## config.mk

```make
export PLATFORM = sky130hd
export DESIGN_NAME = pmc_top
export DESIGN_NICKNAME = d
export VERILOG_FILES = /design/src/rtl/pmc_pkg.sv /design/src/rtl/pmc_serial_slave.sv /design/src/rtl/pmc_top.sv
export VERILOG_INCLUDE_DIRS = /design/src /design/src/rtl
export SDC_FILE = /design/constraint.sdc
export NUM_CORES = 1
export LEC_CHECK = 0
export ABC_CLOCK_PERIOD_IN_PS = 2950
export CAP_MARGIN = 20
export CORE_UTILIZATION = 45
export DETAILED_ROUTE_END_ITERATION = 7
export DONT_BUFFER_PORTS = 1
export PLACE_DENSITY_LB_ADDON = 0.25
export SLEW_MARGIN = 20
export SYNTH_ARGS = -nofsm -noshare
export SYNTH_HDL_FRONTEND = slang
export SYNTH_SLANG_ARGS = --single-unit
```

## constraint.sdc

```tcl
create_clock -name clk -period 2.95 [get_ports clk]
set_clock_uncertainty 0.15 [all_clocks]
set_input_delay 0.4425 -clock clk [delete_from_list [all_inputs] [get_ports clk]]
set_output_delay 0.4425 -clock clk [all_outputs]
set_load 0.02 [all_outputs]
```

## src/rtl/pmc_regs.svh

```systemverilog
// Purpose: Offsets, field positions, reset values and constants of the pot mode control block
// Assumes: Byte-wide registers reached over the two-wire serial port
// Notes: Definitions only
`ifndef PMC_REGS_SVH
`define PMC_REGS_SVH

// ----------------------------------------------------------------------
// Register offsets
// ----------------------------------------------------------------------
`define PMC_OFF_WIPER_IVR 8'h00
`define PMC_OFF_SHADOW_CTRL 8'h02
`define PMC_OFF_MODE_SEL 8'h03
`define PMC_OFF_TABLE_INDEX 8'h08
`define PMC_OFF_WIPER 8'h09
`define PMC_OFF_UPD_STBY 8'h0A

// ----------------------------------------------------------------------
// Field positions and masks
// ----------------------------------------------------------------------
`define PMC_BIT_SHADOW_BYPASS 7
`define PMC_BIT_TABLE_DRIVE 0
`define PMC_BIT_OFFSET_SUM 1
`define PMC_BIT_AUTOLOAD_DIS 2
`define PMC_BIT_INDEX_DIS 1
`define PMC_BIT_STANDBY 0
`define PMC_MASK_SHADOW_CTRL 8'h80
`define PMC_MASK_MODE_SEL 8'h03
`define PMC_MASK_UPD_STBY 8'h07

// ----------------------------------------------------------------------
// Reset values and limits
// ----------------------------------------------------------------------
`define PMC_RST_CTRL 8'h00
`define PMC_RST_WIPER 7'h00
`define PMC_WIPER_MAX 9'h07F
`define PMC_PAGE_MASK 8'hF8
`define PMC_PAGE_STEP 3'h1
`define PMC_BYTE_BITS 4'h8
`define PMC_BYTE_LAST 4'h7
// Upper five slave address bits; value arbitrary
`define PMC_SLAVE_HI 5'h0A

`endif

```

## src/rtl/pmc_pkg.sv

```systemverilog
// Purpose: Types shared by the pot mode control block
// Assumes: Nothing beyond the header of constants
// Notes: Types only
package pmc_pkg;

  typedef enum logic [2:0] {
    PMC_ST_IDLE = 3'b000,
    PMC_ST_ADDR = 3'b001,
    PMC_ST_ACK_ADDR = 3'b010,
    PMC_ST_WRITE = 3'b011,
    PMC_ST_ACK_WR = 3'b100,
    PMC_ST_READ = 3'b101,
    PMC_ST_RACK = 3'b110,
    PMC_ST_RLOAD = 3'b111
  } pmc_serial_state_type;

  typedef enum logic [1:0] {
    PMC_MODE_DIRECT = 2'b00,
    PMC_MODE_TABLE = 2'b01,
    PMC_MODE_TABLE_OFFSET = 2'b10
  } pmc_mode_type;

endpackage : pmc_pkg

```

## src/rtl/pmc_serial_slave.sv

```systemverilog
// Purpose: Two-wire serial slave byte engine for the pot mode control block
// Assumes: Clock far faster than the bus clock pin
// Notes: Open-drain data pin, driven low only
`include "pmc_regs.svh"

module pmc_serial_slave (
  input wire logic clk,
  input wire logic rst_b,
  input wire logic ce,
  input wire logic scl_pin,
  input wire logic sda_pin,
  input wire logic [6:0] dev_addr,
  output logic sda_out,
  output logic sda_oe,
  output logic start_pulse,
  output logic stop_pulse,
  output logic wr_valid,
  output logic [7:0] wr_data,
  output logic rd_req,
  input wire logic [7:0] rd_data
);

  // ----------------------------------------------------------------------
  // Pin synchronisers, third stage only for edge detection
  // ----------------------------------------------------------------------
  logic [2:0] scl_q;
  logic [2:0] sda_q;
  pmc_pkg::pmc_serial_state_type state_q, state_d;
  logic [3:0] cnt_q, cnt_d;
  logic [7:0] sr_q, sr_d;
  logic rw_q, rw_d;

  always_ff @(posedge clk) begin
    if (!rst_b) begin
      scl_q <= 3'h7;
      sda_q <= 3'h7;
    end else if (ce) begin
      scl_q <= {scl_q[1:0], scl_pin};
      sda_q <= {sda_q[1:0], sda_pin};
    end
  end

  wire scl_rise = scl_q[1] & ~scl_q[2];
  wire scl_fall = ~scl_q[1] & scl_q[2];
  wire scl_high = scl_q[1] & scl_q[2];
  wire start_det = scl_high & ~sda_q[1] & sda_q[2];
  wire stop_det = scl_high & sda_q[1] & ~sda_q[2];
  wire byte_done = scl_fall && (cnt_q == `PMC_BYTE_BITS);
  wire [7:0] shift_in = {sr_q[6:0], sda_q[1]};
  wire addr_match = (sr_q[7:1] == dev_addr);

  // ----------------------------------------------------------------------
  // Byte sequencing
  // ----------------------------------------------------------------------
  always_comb begin
    state_d = state_q;
    cnt_d = cnt_q;
    sr_d = sr_q;
    rw_d = rw_q;
    wr_valid = 1'b0;
    rd_req = 1'b0;
    if (start_det) begin
      state_d = pmc_pkg::PMC_ST_ADDR;
      cnt_d = 4'h0;
    end else if (stop_det) begin
      state_d = pmc_pkg::PMC_ST_IDLE;
    end else begin
      unique case (state_q)
        pmc_pkg::PMC_ST_IDLE: begin
        end
        pmc_pkg::PMC_ST_ADDR, pmc_pkg::PMC_ST_WRITE: begin
          if (scl_rise) begin
            sr_d = shift_in;
            cnt_d = cnt_q + 4'h1;
          end else if (byte_done && state_q == pmc_pkg::PMC_ST_WRITE) begin
            wr_valid = 1'b1;
            state_d = pmc_pkg::PMC_ST_ACK_WR;
          end else if (byte_done && addr_match) begin
            // Seven address bits then direction bit
            rw_d = sr_q[0];
            rd_req = sr_q[0];
            state_d = pmc_pkg::PMC_ST_ACK_ADDR;
          end else if (byte_done) begin
            // Foreign address: silent until next start
            state_d = pmc_pkg::PMC_ST_IDLE;
          end
        end
        pmc_pkg::PMC_ST_ACK_ADDR: begin
          if (scl_fall) begin
            cnt_d = 4'h0;
            sr_d = rw_q ? rd_data : sr_q;
            state_d = rw_q ? pmc_pkg::PMC_ST_READ : pmc_pkg::PMC_ST_WRITE;
          end
        end
        pmc_pkg::PMC_ST_ACK_WR: begin
          if (scl_fall) begin
            cnt_d = 4'h0;
            state_d = pmc_pkg::PMC_ST_WRITE;
          end
        end
        pmc_pkg::PMC_ST_READ: begin
          if (scl_fall && cnt_q == `PMC_BYTE_LAST) begin
            state_d = pmc_pkg::PMC_ST_RACK;
          end else if (scl_fall) begin
            sr_d = {sr_q[6:0], 1'b0};
            cnt_d = cnt_q + 4'h1;
          end
        end
        pmc_pkg::PMC_ST_RACK: begin
          if (scl_rise && sda_q[1]) begin
            state_d = pmc_pkg::PMC_ST_IDLE;
          end else if (scl_rise) begin
            rd_req = 1'b1;
            state_d = pmc_pkg::PMC_ST_RLOAD;
          end
        end
        pmc_pkg::PMC_ST_RLOAD: begin
          if (scl_fall) begin
            cnt_d = 4'h0;
            sr_d = rd_data;
            state_d = pmc_pkg::PMC_ST_READ;
          end
        end
      endcase
    end
  end

  always_ff @(posedge clk) begin
    if (!rst_b) begin
      state_q <= pmc_pkg::PMC_ST_IDLE;
      cnt_q <= 4'h0;
      sr_q <= 8'h00;
      rw_q <= 1'b0;
    end else if (ce) begin
      state_q <= state_d;
      cnt_q <= cnt_d;
      sr_q <= sr_d;
      rw_q <= rw_d;
    end
  end

  assign start_pulse = start_det & ce;
  assign stop_pulse = stop_det & ce;
  assign wr_data = sr_q;
  assign sda_out = 1'b0;
  assign sda_oe = (state_q == pmc_pkg::PMC_ST_ACK_ADDR) || (state_q == pmc_pkg::PMC_ST_ACK_WR) ||
                  (state_q == pmc_pkg::PMC_ST_READ && !sr_q[7]);

endmodule : pmc_serial_slave

```

## src/rtl/pmc_top.sv

```systemverilog
// Purpose: Mode and control registers of a temperature-compensated digital pot
// Assumes: Converter, lookup table and nonvolatile cells sit outside on this clock
// Notes: Registers reached only over the two-wire serial pins
`include "pmc_regs.svh"

module pmc_top #(
  parameter int INDEX_W = 6,
  parameter int TABLE_DEPTH = 36,
  parameter logic [4:0] SLAVE_HI = `PMC_SLAVE_HI
) (
  input wire logic clk,
  input wire logic rst_b,
  input wire logic ce,
  input wire logic scl_pin,
  input wire logic sda_pin,
  output logic sda_out,
  output logic sda_oe,
  input wire logic addr_select_pin_lo,
  input wire logic addr_select_pin_hi,
  input wire logic conv_done,
  input wire logic [INDEX_W-1:0] conv_index,
  output logic [INDEX_W-1:0] table_index,
  input wire logic [7:0] table_output_value,
  output logic sensor_enable,
  output logic low_power,
  output logic operating,
  output logic [6:0] wiper_position,
  input wire logic [7:0] initial_value_stored,
  input wire logic [7:0] mode_stored,
  output logic nv_write,
  output logic nv_write_initial,
  output logic nv_write_mode,
  output logic [7:0] nv_initial_data,
  output logic [7:0] nv_mode_data
);

  // ----------------------------------------------------------------------
  // Elaboration checks
  // ----------------------------------------------------------------------
  if (INDEX_W < 1 || INDEX_W > 8 || TABLE_DEPTH > (1 << INDEX_W)) begin : g_bad_index
    $error("pmc_top: table index width cannot cover table depth");
  end

  // ----------------------------------------------------------------------
  // Helpers
  // ----------------------------------------------------------------------
  function automatic logic [6:0] pmc_offset_sum(input logic [7:0] base, input logic [7:0] delta);
    logic [8:0] sum;
    sum = {1'b0, base} + {delta[7], delta};
    if (sum[8] && delta[7]) begin
      pmc_offset_sum = 7'h00;
    end else if (sum > `PMC_WIPER_MAX) begin
      pmc_offset_sum = 7'h7F;
    end else begin
      pmc_offset_sum = sum[6:0];
    end
  endfunction : pmc_offset_sum

  function automatic logic [7:0] pmc_page_next(input logic [7:0] ptr);
    // Writes wrap inside the current eight-byte page
    pmc_page_next = (ptr & `PMC_PAGE_MASK) | {5'h00, ptr[2:0] + `PMC_PAGE_STEP};
  endfunction : pmc_page_next

  // ----------------------------------------------------------------------
  // State
  // ----------------------------------------------------------------------
  logic [3:0] strap_q;
  logic init_q;
  logic [7:0] shadow_ctrl_q;
  logic [7:0] mode_sel_q;
  logic [7:0] upd_stby_q;
  logic [7:0] ivr_q;
  logic [6:0] wiper_q, wiper_d;
  logic [7:0] index_q;
  logic [7:0] ptr_q;
  logic have_ptr_q;
  logic [7:0] rd_data_q;
  logic pend_ivr_q;
  logic pend_mode_q;
  logic nv_write_q;
  logic nv_wr_ivr_q;
  logic nv_wr_mode_q;
  logic wake_wait_q;
  logic apply_q;

  logic start_pulse;
  logic stop_pulse;
  logic wr_valid;
  logic [7:0] wr_data;
  logic rd_req;

  // ----------------------------------------------------------------------
  // Serial port
  // ----------------------------------------------------------------------
  // Straps are static, but still pass two flops before use
  always_ff @(posedge clk) begin
    if (!rst_b) begin
      strap_q <= 4'h0;
    end else if (ce) begin
      strap_q <= {strap_q[1:0], addr_select_pin_hi, addr_select_pin_lo};
    end
  end

  wire [6:0] dev_addr = {SLAVE_HI, strap_q[3], strap_q[2]};

  pmc_serial_slave u_slave (
    .clk(clk),
    .rst_b(rst_b),
    .ce(ce),
    .scl_pin(scl_pin),
    .sda_pin(sda_pin),
    .dev_addr(dev_addr),
    .sda_out(sda_out),
    .sda_oe(sda_oe),
    .start_pulse(start_pulse),
    .stop_pulse(stop_pulse),
    .wr_valid(wr_valid),
    .wr_data(wr_data),
    .rd_req(rd_req),
    .rd_data(rd_data_q)
  );

  // ----------------------------------------------------------------------
  // Decode
  // ----------------------------------------------------------------------
  wire bypass = shadow_ctrl_q[`PMC_BIT_SHADOW_BYPASS];
  wire table_drive = mode_sel_q[`PMC_BIT_TABLE_DRIVE];
  wire offset_sum = table_drive & mode_sel_q[`PMC_BIT_OFFSET_SUM];
  wire autoload_dis = upd_stby_q[`PMC_BIT_AUTOLOAD_DIS];
  wire index_dis = upd_stby_q[`PMC_BIT_INDEX_DIS];
  wire standby = upd_stby_q[`PMC_BIT_STANDBY];
  wire wr_now = wr_valid & have_ptr_q;
  wire hit_ivr = wr_now && ptr_q == `PMC_OFF_WIPER_IVR;
  wire hit_shadow = wr_now && ptr_q == `PMC_OFF_SHADOW_CTRL;
  wire hit_mode = wr_now && ptr_q == `PMC_OFF_MODE_SEL;
  wire hit_index = wr_now && ptr_q == `PMC_OFF_TABLE_INDEX && table_drive && index_dis;
  wire hit_wiper = wr_now && ptr_q == `PMC_OFF_WIPER && table_drive && autoload_dis;
  wire hit_upd = wr_now && ptr_q == `PMC_OFF_UPD_STBY;
  // Conversions are ignored entirely in standby
  wire conv_ok = conv_done & ~standby & init_q;
  wire auto_load = apply_q & table_drive & ~autoload_dis & ~standby;

  pmc_pkg::pmc_mode_type mode;
  assign mode = !table_drive ? pmc_pkg::PMC_MODE_DIRECT :
                offset_sum ? pmc_pkg::PMC_MODE_TABLE_OFFSET : pmc_pkg::PMC_MODE_TABLE;

  wire [7:0] rd_mux =
    (ptr_q == `PMC_OFF_WIPER_IVR) ? (table_drive ? ivr_q : {1'b0, wiper_q}) :
    (ptr_q == `PMC_OFF_SHADOW_CTRL) ? shadow_ctrl_q :
    (ptr_q == `PMC_OFF_MODE_SEL) ? mode_sel_q :
    (ptr_q == `PMC_OFF_TABLE_INDEX) ? index_q :
    (ptr_q == `PMC_OFF_WIPER) ? {1'b0, wiper_q} :
    (ptr_q == `PMC_OFF_UPD_STBY) ? upd_stby_q : 8'h00;

  // ----------------------------------------------------------------------
  // Pointer, read data and power-up recall
  // ----------------------------------------------------------------------
  always_ff @(posedge clk) begin
    if (!rst_b) begin
      ptr_q <= 8'h00;
      have_ptr_q <= 1'b0;
      rd_data_q <= 8'h00;
    end else if (ce) begin
      if (start_pulse) begin
        have_ptr_q <= 1'b0;
      end else if (wr_valid && !have_ptr_q) begin
        ptr_q <= wr_data;
        have_ptr_q <= 1'b1;
      end else if (wr_valid) begin
        ptr_q <= pmc_page_next(ptr_q);
      end else if (rd_req) begin
        rd_data_q <= rd_mux;
        ptr_q <= ptr_q + 8'h01;
      end
    end
  end

  // Stored values are caught by a clocked load after reset release
  always_ff @(posedge clk) begin
    if (!rst_b) begin
      init_q <= 1'b0;
      ivr_q <= `PMC_RST_CTRL;
      mode_sel_q <= `PMC_RST_CTRL;
    end else if (ce) begin
      init_q <= 1'b1;
      if (!init_q) begin
        ivr_q <= initial_value_stored;
        mode_sel_q <= mode_stored & `PMC_MASK_MODE_SEL;
      end else begin
        if (hit_ivr) begin
          ivr_q <= wr_data;
        end
        if (hit_mode) begin
          mode_sel_q <= wr_data & `PMC_MASK_MODE_SEL;
        end
      end
    end
  end

  // ----------------------------------------------------------------------
  // Volatile control registers
  // ----------------------------------------------------------------------
  always_ff @(posedge clk) begin
    if (!rst_b) begin
      shadow_ctrl_q <= `PMC_RST_CTRL;
      upd_stby_q <= `PMC_RST_CTRL;
    end else if (ce) begin
      if (hit_shadow) begin
        shadow_ctrl_q <= wr_data & `PMC_MASK_SHADOW_CTRL;
      end
      if (hit_upd) begin
        upd_stby_q <= wr_data & `PMC_MASK_UPD_STBY;
      end
    end
  end

  // ----------------------------------------------------------------------
  // Nonvolatile commit, held back until the stop condition
  // ----------------------------------------------------------------------
  // A repeated start drops the pending commit, so the wiper moves without wear
  always_ff @(posedge clk) begin
    if (!rst_b) begin
      pend_ivr_q <= 1'b0;
      pend_mode_q <= 1'b0;
      nv_write_q <= 1'b0;
      nv_wr_ivr_q <= 1'b0;
      nv_wr_mode_q <= 1'b0;
    end else if (ce) begin
      nv_write_q <= stop_pulse & (pend_ivr_q | pend_mode_q);
      if (stop_pulse) begin
        nv_wr_ivr_q <= pend_ivr_q;
        nv_wr_mode_q <= pend_mode_q;
      end
      if (start_pulse || stop_pulse) begin
        pend_ivr_q <= 1'b0;
        pend_mode_q <= 1'b0;
      end else begin
        pend_ivr_q <= pend_ivr_q | (hit_ivr & ~bypass);
        pend_mode_q <= pend_mode_q | (hit_mode & ~bypass);
      end
    end
  end

  // ----------------------------------------------------------------------
  // Temperature-driven index and wiper
  // ----------------------------------------------------------------------
  always_ff @(posedge clk) begin
    if (!rst_b) begin
      index_q <= 8'h00;
      apply_q <= 1'b0;
      wake_wait_q <= 1'b0;
    end else if (ce) begin
      // Index settles one cycle before the wiper samples the table
      apply_q <= conv_ok & table_drive;
      if (hit_index) begin
        index_q <= wr_data;
      end else if (conv_ok && table_drive && !index_dis) begin
        index_q <= 8'(conv_index);
      end
      if (standby) begin
        wake_wait_q <= 1'b1;
      end else if (conv_done) begin
        wake_wait_q <= 1'b0;
      end
    end
  end

  always_comb begin
    wiper_d = wiper_q;
    if (!init_q) begin
      wiper_d = initial_value_stored[6:0];
    end else if (hit_ivr && mode == pmc_pkg::PMC_MODE_DIRECT) begin
      wiper_d = wr_data[6:0];
    end else if (hit_wiper) begin
      wiper_d = wr_data[6:0];
    end else if (auto_load && mode == pmc_pkg::PMC_MODE_TABLE_OFFSET) begin
      wiper_d = pmc_offset_sum(ivr_q, table_output_value);
    end else if (auto_load) begin
      wiper_d = table_output_value[6:0];
    end
  end

  always_ff @(posedge clk) begin
    if (!rst_b) begin
      wiper_q <= `PMC_RST_WIPER;
    end else if (ce) begin
      wiper_q <= wiper_d;
    end
  end

  // ----------------------------------------------------------------------
  // Outputs
  // ----------------------------------------------------------------------
  assign table_index = index_q[INDEX_W-1:0];
  assign sensor_enable = ~standby;
  assign low_power = standby;
  assign operating = ~standby & ~wake_wait_q & init_q;
  assign wiper_position = wiper_q;
  assign nv_write = nv_write_q;
  assign nv_write_initial = nv_wr_ivr_q;
  assign nv_write_mode = nv_wr_mode_q;
  assign nv_initial_data = ivr_q;
  assign nv_mode_data = mode_sel_q;

endmodule : pmc_top

```

=== Word-level counts from Yosys, hierarchy flattened ===
Index checks and enable logic that the tools add are counted.

* Equality and inequality tests: 37
* Bitwise gates (word level): 41
* Order comparisons: 1
* Multiplexer cells: 72
* Reduce and logical (&&, ||, !) cells: 54
* Add/subtract/negate cells: 4

{| class="wikitable"
|+ Operator list
! cell !! number
|-
| 8-bit two-way mux || 20
|-
| 7-bit two-way mux || 8
|-
| 3-bit two-way mux || 14
|-
| 8-bit one-hot mux with 4 select lines || 1
|-
| 8-bit by 4-bit == test with 1-bit output (second input constant) || 3
|-
| 4-bit two-way mux || 6
|-
| 1-bit AND || 22
|-
| 1-bit logical AND || 22
|-
| 1-bit two-way mux || 18
|-
| 3-bit one-hot mux with 6 select lines || 1
|-
| 2-bit AND reduction || 9
|-
| 8-bit by 2-bit == test with 1-bit output (second input constant) || 2
|-
| 2-bit by 1-bit != test with 1-bit output (second input constant) || 8
|-
| 4-bit by 1-bit != test with 1-bit output (second input constant) || 4
|-
| 1-bit inverter || 15
|-
| 7-bit AND reduction || 2
|-
| 3-bit == test (second input constant) || 4
|-
| 4-bit one-hot mux with 3 select lines || 1
|-
| 5-bit by 1-bit != test with 1-bit output (second input constant) || 2
|-
| 10-bit AND reduction || 1
|-
| 8-bit by 9-bit adder with 9-bit output || 1
|-
| 9-bit by 7-bit > comparator with 1-bit output (second input constant) || 1
|-
| 3-bit by 1-bit != test with 1-bit output (second input constant) || 3
|-
| 9-bit AND reduction || 1
|-
| 29 further kinds || 40
|}

* Flip-flop bits (word level): 86
* Input bits: 38

=== Logic depth before layout (Yosys ltp) ===
* Word-level depth: 16
* Depth in mapped cells: 16

=== By module ===
Synthesis repeated with hierarchy kept, for this count alone.

* Cells, all modules: 667
* Area, all modules: 5321.4 um^2

{| class="wikitable"
|+ Modules (own cells, without submodules)
! module !! cells each !! area an instance (um^2) !! instances
|-
| pmc_top || 471 || 3729.8 || 1
|-
| pmc_serial_slave || 196 || 1591.5 || 1
|}

=== Worst setup path after synthesis ===
OpenSTA, ideal clock, no wires.

* Path kind: flip-flop to flip-flop
* Start point: reg ivr_q[0], in the netlist nv_initial_data[0]
* End point: reg wiper_q[3], in the netlist wiper_position[3]
* Stages on the path, launching flop included: 16
* Period minus slack after synthesis: 3.083 ns
* Setup time: 0.087 ns
* Data arrival time: 2.846 ns
* Path slack: -0.133 ns
* Path through: dfxtp_1 ha_1 inv_1 fa_1 nor2b_1 o21a_1 nor2_1 o21ai_0 a21o_1 a21oi_1 ha_1 nand3b_1 a311oi_1 o311a_1 nor3_1 o31ai_1

* Word-level cells in the longest chain between the ends: 8
* Elaborated cells on any way between the ends: 9

{| class="wikitable"
|+ RTL lines
! item !! line !! text
|-
| from (decl) || pmc_top.sv:72 || <nowiki>logic [7:0] ivr_q;</nowiki>
|-
| from (signal assigned) || pmc_top.sv:182 || <nowiki>ivr_q <= `PMC_RST_CTRL;</nowiki>
|-
| from (signal assigned) || pmc_top.sv:187 || <nowiki>ivr_q <= initial_value_stored;</nowiki>
|-
| from (signal assigned) || pmc_top.sv:191 || <nowiki>ivr_q <= wr_data;</nowiki>
|-
| 8-bit by 9-bit adder with 9-bit output * || pmc_top.sv:49 || <nowiki>sum = {1'b0, base} + {delta[7], delta};</nowiki>
|-
| 9-bit by 7-bit > comparator with 1-bit output (no source line) || -- ||
|-
| 7-bit two-way mux || pmc_top.sv:52 || <nowiki>end else if (sum > `PMC_WIPER_MAX) begin</nowiki>
|-
| 7-bit two-way mux * || pmc_top.sv:50 || <nowiki>if (sum[8] && delta[7]) begin</nowiki>
|-
| 7-bit two-way mux * || pmc_top.sv:276 || <nowiki>end else if (auto_load && mode == pmc_pkg::PMC_MODE_TABLE_OFFSET) begin</nowiki>
|-
| 7-bit two-way mux * || pmc_top.sv:274 || <nowiki>end else if (hit_wiper) begin</nowiki>
|-
| 7-bit two-way mux * || pmc_top.sv:272 || <nowiki>end else if (hit_ivr && mode == pmc_pkg::PMC_MODE_DIRECT) begin</nowiki>
|-
| 7-bit two-way mux * || pmc_top.sv:270 || <nowiki>if (!init_q) begin</nowiki>
|-
| to (signal assigned) || pmc_top.sv:285 || <nowiki>wiper_q <= `PMC_RST_WIPER;</nowiki>
|-
| to (signal assigned) || pmc_top.sv:287 || <nowiki>wiper_q <= wiper_d;</nowiki>
|-
| to (decl) || pmc_top.sv:73 || <nowiki>logic [6:0] wiper_q, wiper_d;</nowiki>
|}

Mark *: on every way between the ends. The rest lies on a longest branch, timed or not.
A chain may end at the register's enable or synchronous reset.

=== Worst setup path after layout ===
* Start point: reg ivr_q[0], in the netlist nv_initial_data[0]
* End point: reg wiper_q[6], in the netlist wiper_position[6]

The elaborated chain is that of the path after synthesis.

==> results.yml <==
clock_tree:
  h-tree-depth: 3
  cts_buffer_depth: 2
  ctsHoldBuffers: 0
  numCtsBuffers: 9
  path_clk_slew_ps: 60
  tritoncts: "built"
  clock-root-buffer: "clkbuf_16"
  worstSkewPairLatency_ps: 340
  cts_sinks: 80
sta:
  period_needed_ps: 3000
  setup_violations: 2
  hold_viol: 0
  setup_slack_ps: -52.7
  clock.fmax_mhz: 333
  relSlewSlack: 0.507
  rsz0062_at_grt: "yes"
  worstMarginPinSlew_ps: 732
  slew_violations: 0
  min_period_over_period: 1.02
  finalSetupTns_ps: -79.8
  timing.hold.ws_ps: 34.1
detailed_routing:
  top_layer: "met4"
  met3_length_um: 1200
  drc_errors: 0
  avgRoutedWirePerCell_um: 19.3
  final_antenna_net_count: 0
  firstDrtPassIters: 4
  wl_um: 15300
  drtIter0Drc: 315
  route.met2.wl_um: 7050
  wl_met1_um: 6420
  drt-vias-per-instance: 6.32
  vias: 5014
grt:
  grt_use_total: 0.270
  grt_antenna_before_repair: 0
  grt_max_degree: 46
  grt_pass1_wl_um: 24500
  grt_pass1_vias: 4735
  grt_overflow: 0
logic_synthesis:
  netlist_area_um2: 5220
  ys_ff_latch: 80
  ys_seq_area_frac: 0.307
  synth-compound-area-share: 0.228
  yosys.area_share.adder: 0.0398
  synth.avg_cell_area_um2: 8.13
  synth_edf_count: 0
  ys.flop_type: "dfxtp_1"
  yosys.area_share.xor_xnor: 0.0163
  synth_cell_types: 81
  synthMuxAreaShare: 0.0885
  synth_simple_gate_area_frac: 0.254
  synth_top_family_by_area: "simple AND/OR/NAND/NOR gates"
  async_reset_ff_frac: 0
  yosys_warnings: 0
  synthCells: 642
die:
  ios: 75
  die_h_um: 110
  die_width_um: 110
  initial_core_util: 0.471
  core_area_um2: 11100
  die_area_um2: 12000
  rows: 38
setup_path:
  crit_type: "reg -> reg"
  critPathLaunchType: "flip-flop"
  cp-end-kind: "flip-flop"
  crit_path_max_fanout: 3
  required_ps: 3030
  r2r-end: "wiper_position[6]"
  arrival_ps: 3090
  timing.rr.start: "nv_initial_data[0]"
  rr_worst_depth: 15
  r2r_slack_ps: -50
final_layout:
  fillers: 1053
  antenna_cells: 0
  layout_common_cells: "dfxtp_1, nand2_1, nor2_1"
  layout_commonest_cell: "dfxtp_1"
  synthToLayoutAreaGrowth_pct: 11.9
  nets: 704
  fin_area_um2: 5840
  drive_gt1_frac: 0.156
power:
  leakagePower_uw: 0.00236
  pwr_density_cell_nw_per_um2: 470
  ir_drop_v: 0.000398
min_path:
  min_from: "rst_b"
  hold_class: "in -> reg"
  whs_path_depth: 1
  whs_endpoint: "u_slave.sda_q[2]"
run_status:
  violations: "setup timing"
  status: "complete, but fails checks"
placed_design:
  io_buffers: 0
  place_congestion: 0.869
  placed_cell_area_um2: 5450
  post-place-ws_ps: -216
  place_hpwl_um: 11100
job:
  drv_cap: 0
==> repair_timing <==
action,CTS,global route
gates cloned,0,0
endpoints found under the setup margin,5,7
gates resized for setup,5,10
buffers inserted,1,3
pin swaps,3,3
==> stage by stage <==
stage / instances / util / total power [uW]
after CTS: 791 / 0.523 / 2740
after detailed placement: 776 / 0.492 / 1540
after global placement: 776 / 0.492 / 1530
after global routing: 793 / 0.527 / 2830
after floorplan: 648 / - / 1450
final: 793 / 0.527 / 2740
==> critical path: stages (launching register included) <==
cell and delay [ps]:
dfxtp_2 350, ha_4 130, inv_2 30, fa_2 340
nor2b_2 150, o21a_1 140, nor2_2 40, o21ai_1 130
a21o_1 160, a21oi_2 70, ha_4 290, nand2b_1 100
nor3_1 250, a311oi_2 80, o311a_1 160, o311a_1 320
==> cell type report <==
| class | count | area (um^2) | share of cell area |
|---|---|---|---|
| Sequential cell | 80 | 1600 | 0.274 |
| Clock buffer | 9 | 225 | 0.0386 |
| Multi-Input combinational cell | 496 | 3360 | 0.575 |
| Tap cell | 140 | 175 | 0.0300 |
| Clock inverter | 5 | 83.8 | 0.0143 |
| Inverter | 21 | 78.8 | 0.0135 |
| Timing Repair Buffer | 42 | 319 | 0.0546 |
==> state kept, by name, indices dropped and copies added, names as in the netlist, 4 cells and up <==
name             cells
u_slave.cnt_q        4
ptr_q                8
index_q              8
wiper_position       7
nv_initial_data      8
strap_q              4
u_slave.wr_data      8
rd_data_q            8
==> kinds of logic after synthesis <==
logic type | after synthesis
other | 1
and+or+nand+nor | 247
AOI/OAI and AO/OA | 173
muxes | 45
buffers and inverters | 72
adders and majority gates | 16
xor gates and xnor gates | 8
DFF | 80
==> layer usage <==
layer  up-vias  GRT usage
li1       2353          -
met1      2408      0.329
met2       203      0.438
met3        50     0.0628
met4         0      0.153
met5         -          0
==> synth_stat cells (all sizes together), types with 3 or more instances <==
| master | count | area, um^2 |
|---|---|---|
| xor2 | 3 | 26.3 |
| buf | 33 | 196 |
| inv | 19 | 71.3 |
| o31ai | 8 | 70.1 |
| nand2 | 71 | 267 |
| a211oi | 11 | 87.6 |
| o21a | 5 | 37.5 |
| or3b | 3 | 26.3 |
| or3 | 5 | 31.3 |
| nand4 | 11 | 83.8 |
| a31oi | 3 | 18.8 |
| nor2 | 63 | 246 |
| o211ai | 8 | 60.1 |
| o21ai | 36 | 184 |
| nand3 | 23 | 115 |
| and3 | 3 | 18.8 |
| o22ai | 5 | 31.3 |
| nor2b | 9 | 56.3 |
| and2 | 6 | 37.5 |
| or2 | 5 | 31.3 |
| dfxtp | 80 | 1600 |
| mux2 | 9 | 101 |
| nand2b | 5 | 31.3 |
| nand3b | 6 | 45.0 |
| o311a | 5 | 50.1 |
| o311ai | 4 | 35.0 |
| xnor2 | 5 | 58.8 |
| nor3 | 11 | 55.1 |
| nor4 | 7 | 104 |
| o2111ai | 4 | 35.0 |
| or4 | 4 | 30.0 |
| a21o | 4 | 30.0 |
| a21oi | 42 | 214 |
| a22oi | 3 | 22.5 |
| o211a | 4 | 40.0 |
| and4 | 3 | 26.3 |
| clkbuf | 18 | 67.6 |
| a32oi | 5 | 43.8 |
| mux2i | 36 | 360 |
| a22o | 3 | 26.3 |
| ha | 15 | 188 |
| a311oi | 8 | 70.1 |
==> power breakdown <==
part / switching, uW / internal (uW)
Sequential: 50.2 / 1110
Clock: 460 / 733
Combinational: 227 / 164
Total: 738 / 2010
==> worst max path at each step <==
| stage | end | cells past startpoint | slack, ps | from |
|---|---|---|---|---|
| floorplan | wiper_position[3] | 16 | 0.8 | table_output_value[0] |
| global placement | wiper_position[3] | 16 | -90 | table_output_value[0] |
| detailed placement | wiper_position[3] | 16 | -220 | table_output_value[0] |
| CTS | wiper_position[3] | 16 | 20 | nv_initial_data[0] |
| global route | wiper_position[6] | 15 | -180 | nv_initial_data[0] |
| finish | wiper_position[6] | 15 | -50 | nv_initial_data[0] |
No activity file was read; power rests on OpenSTA's default activity.
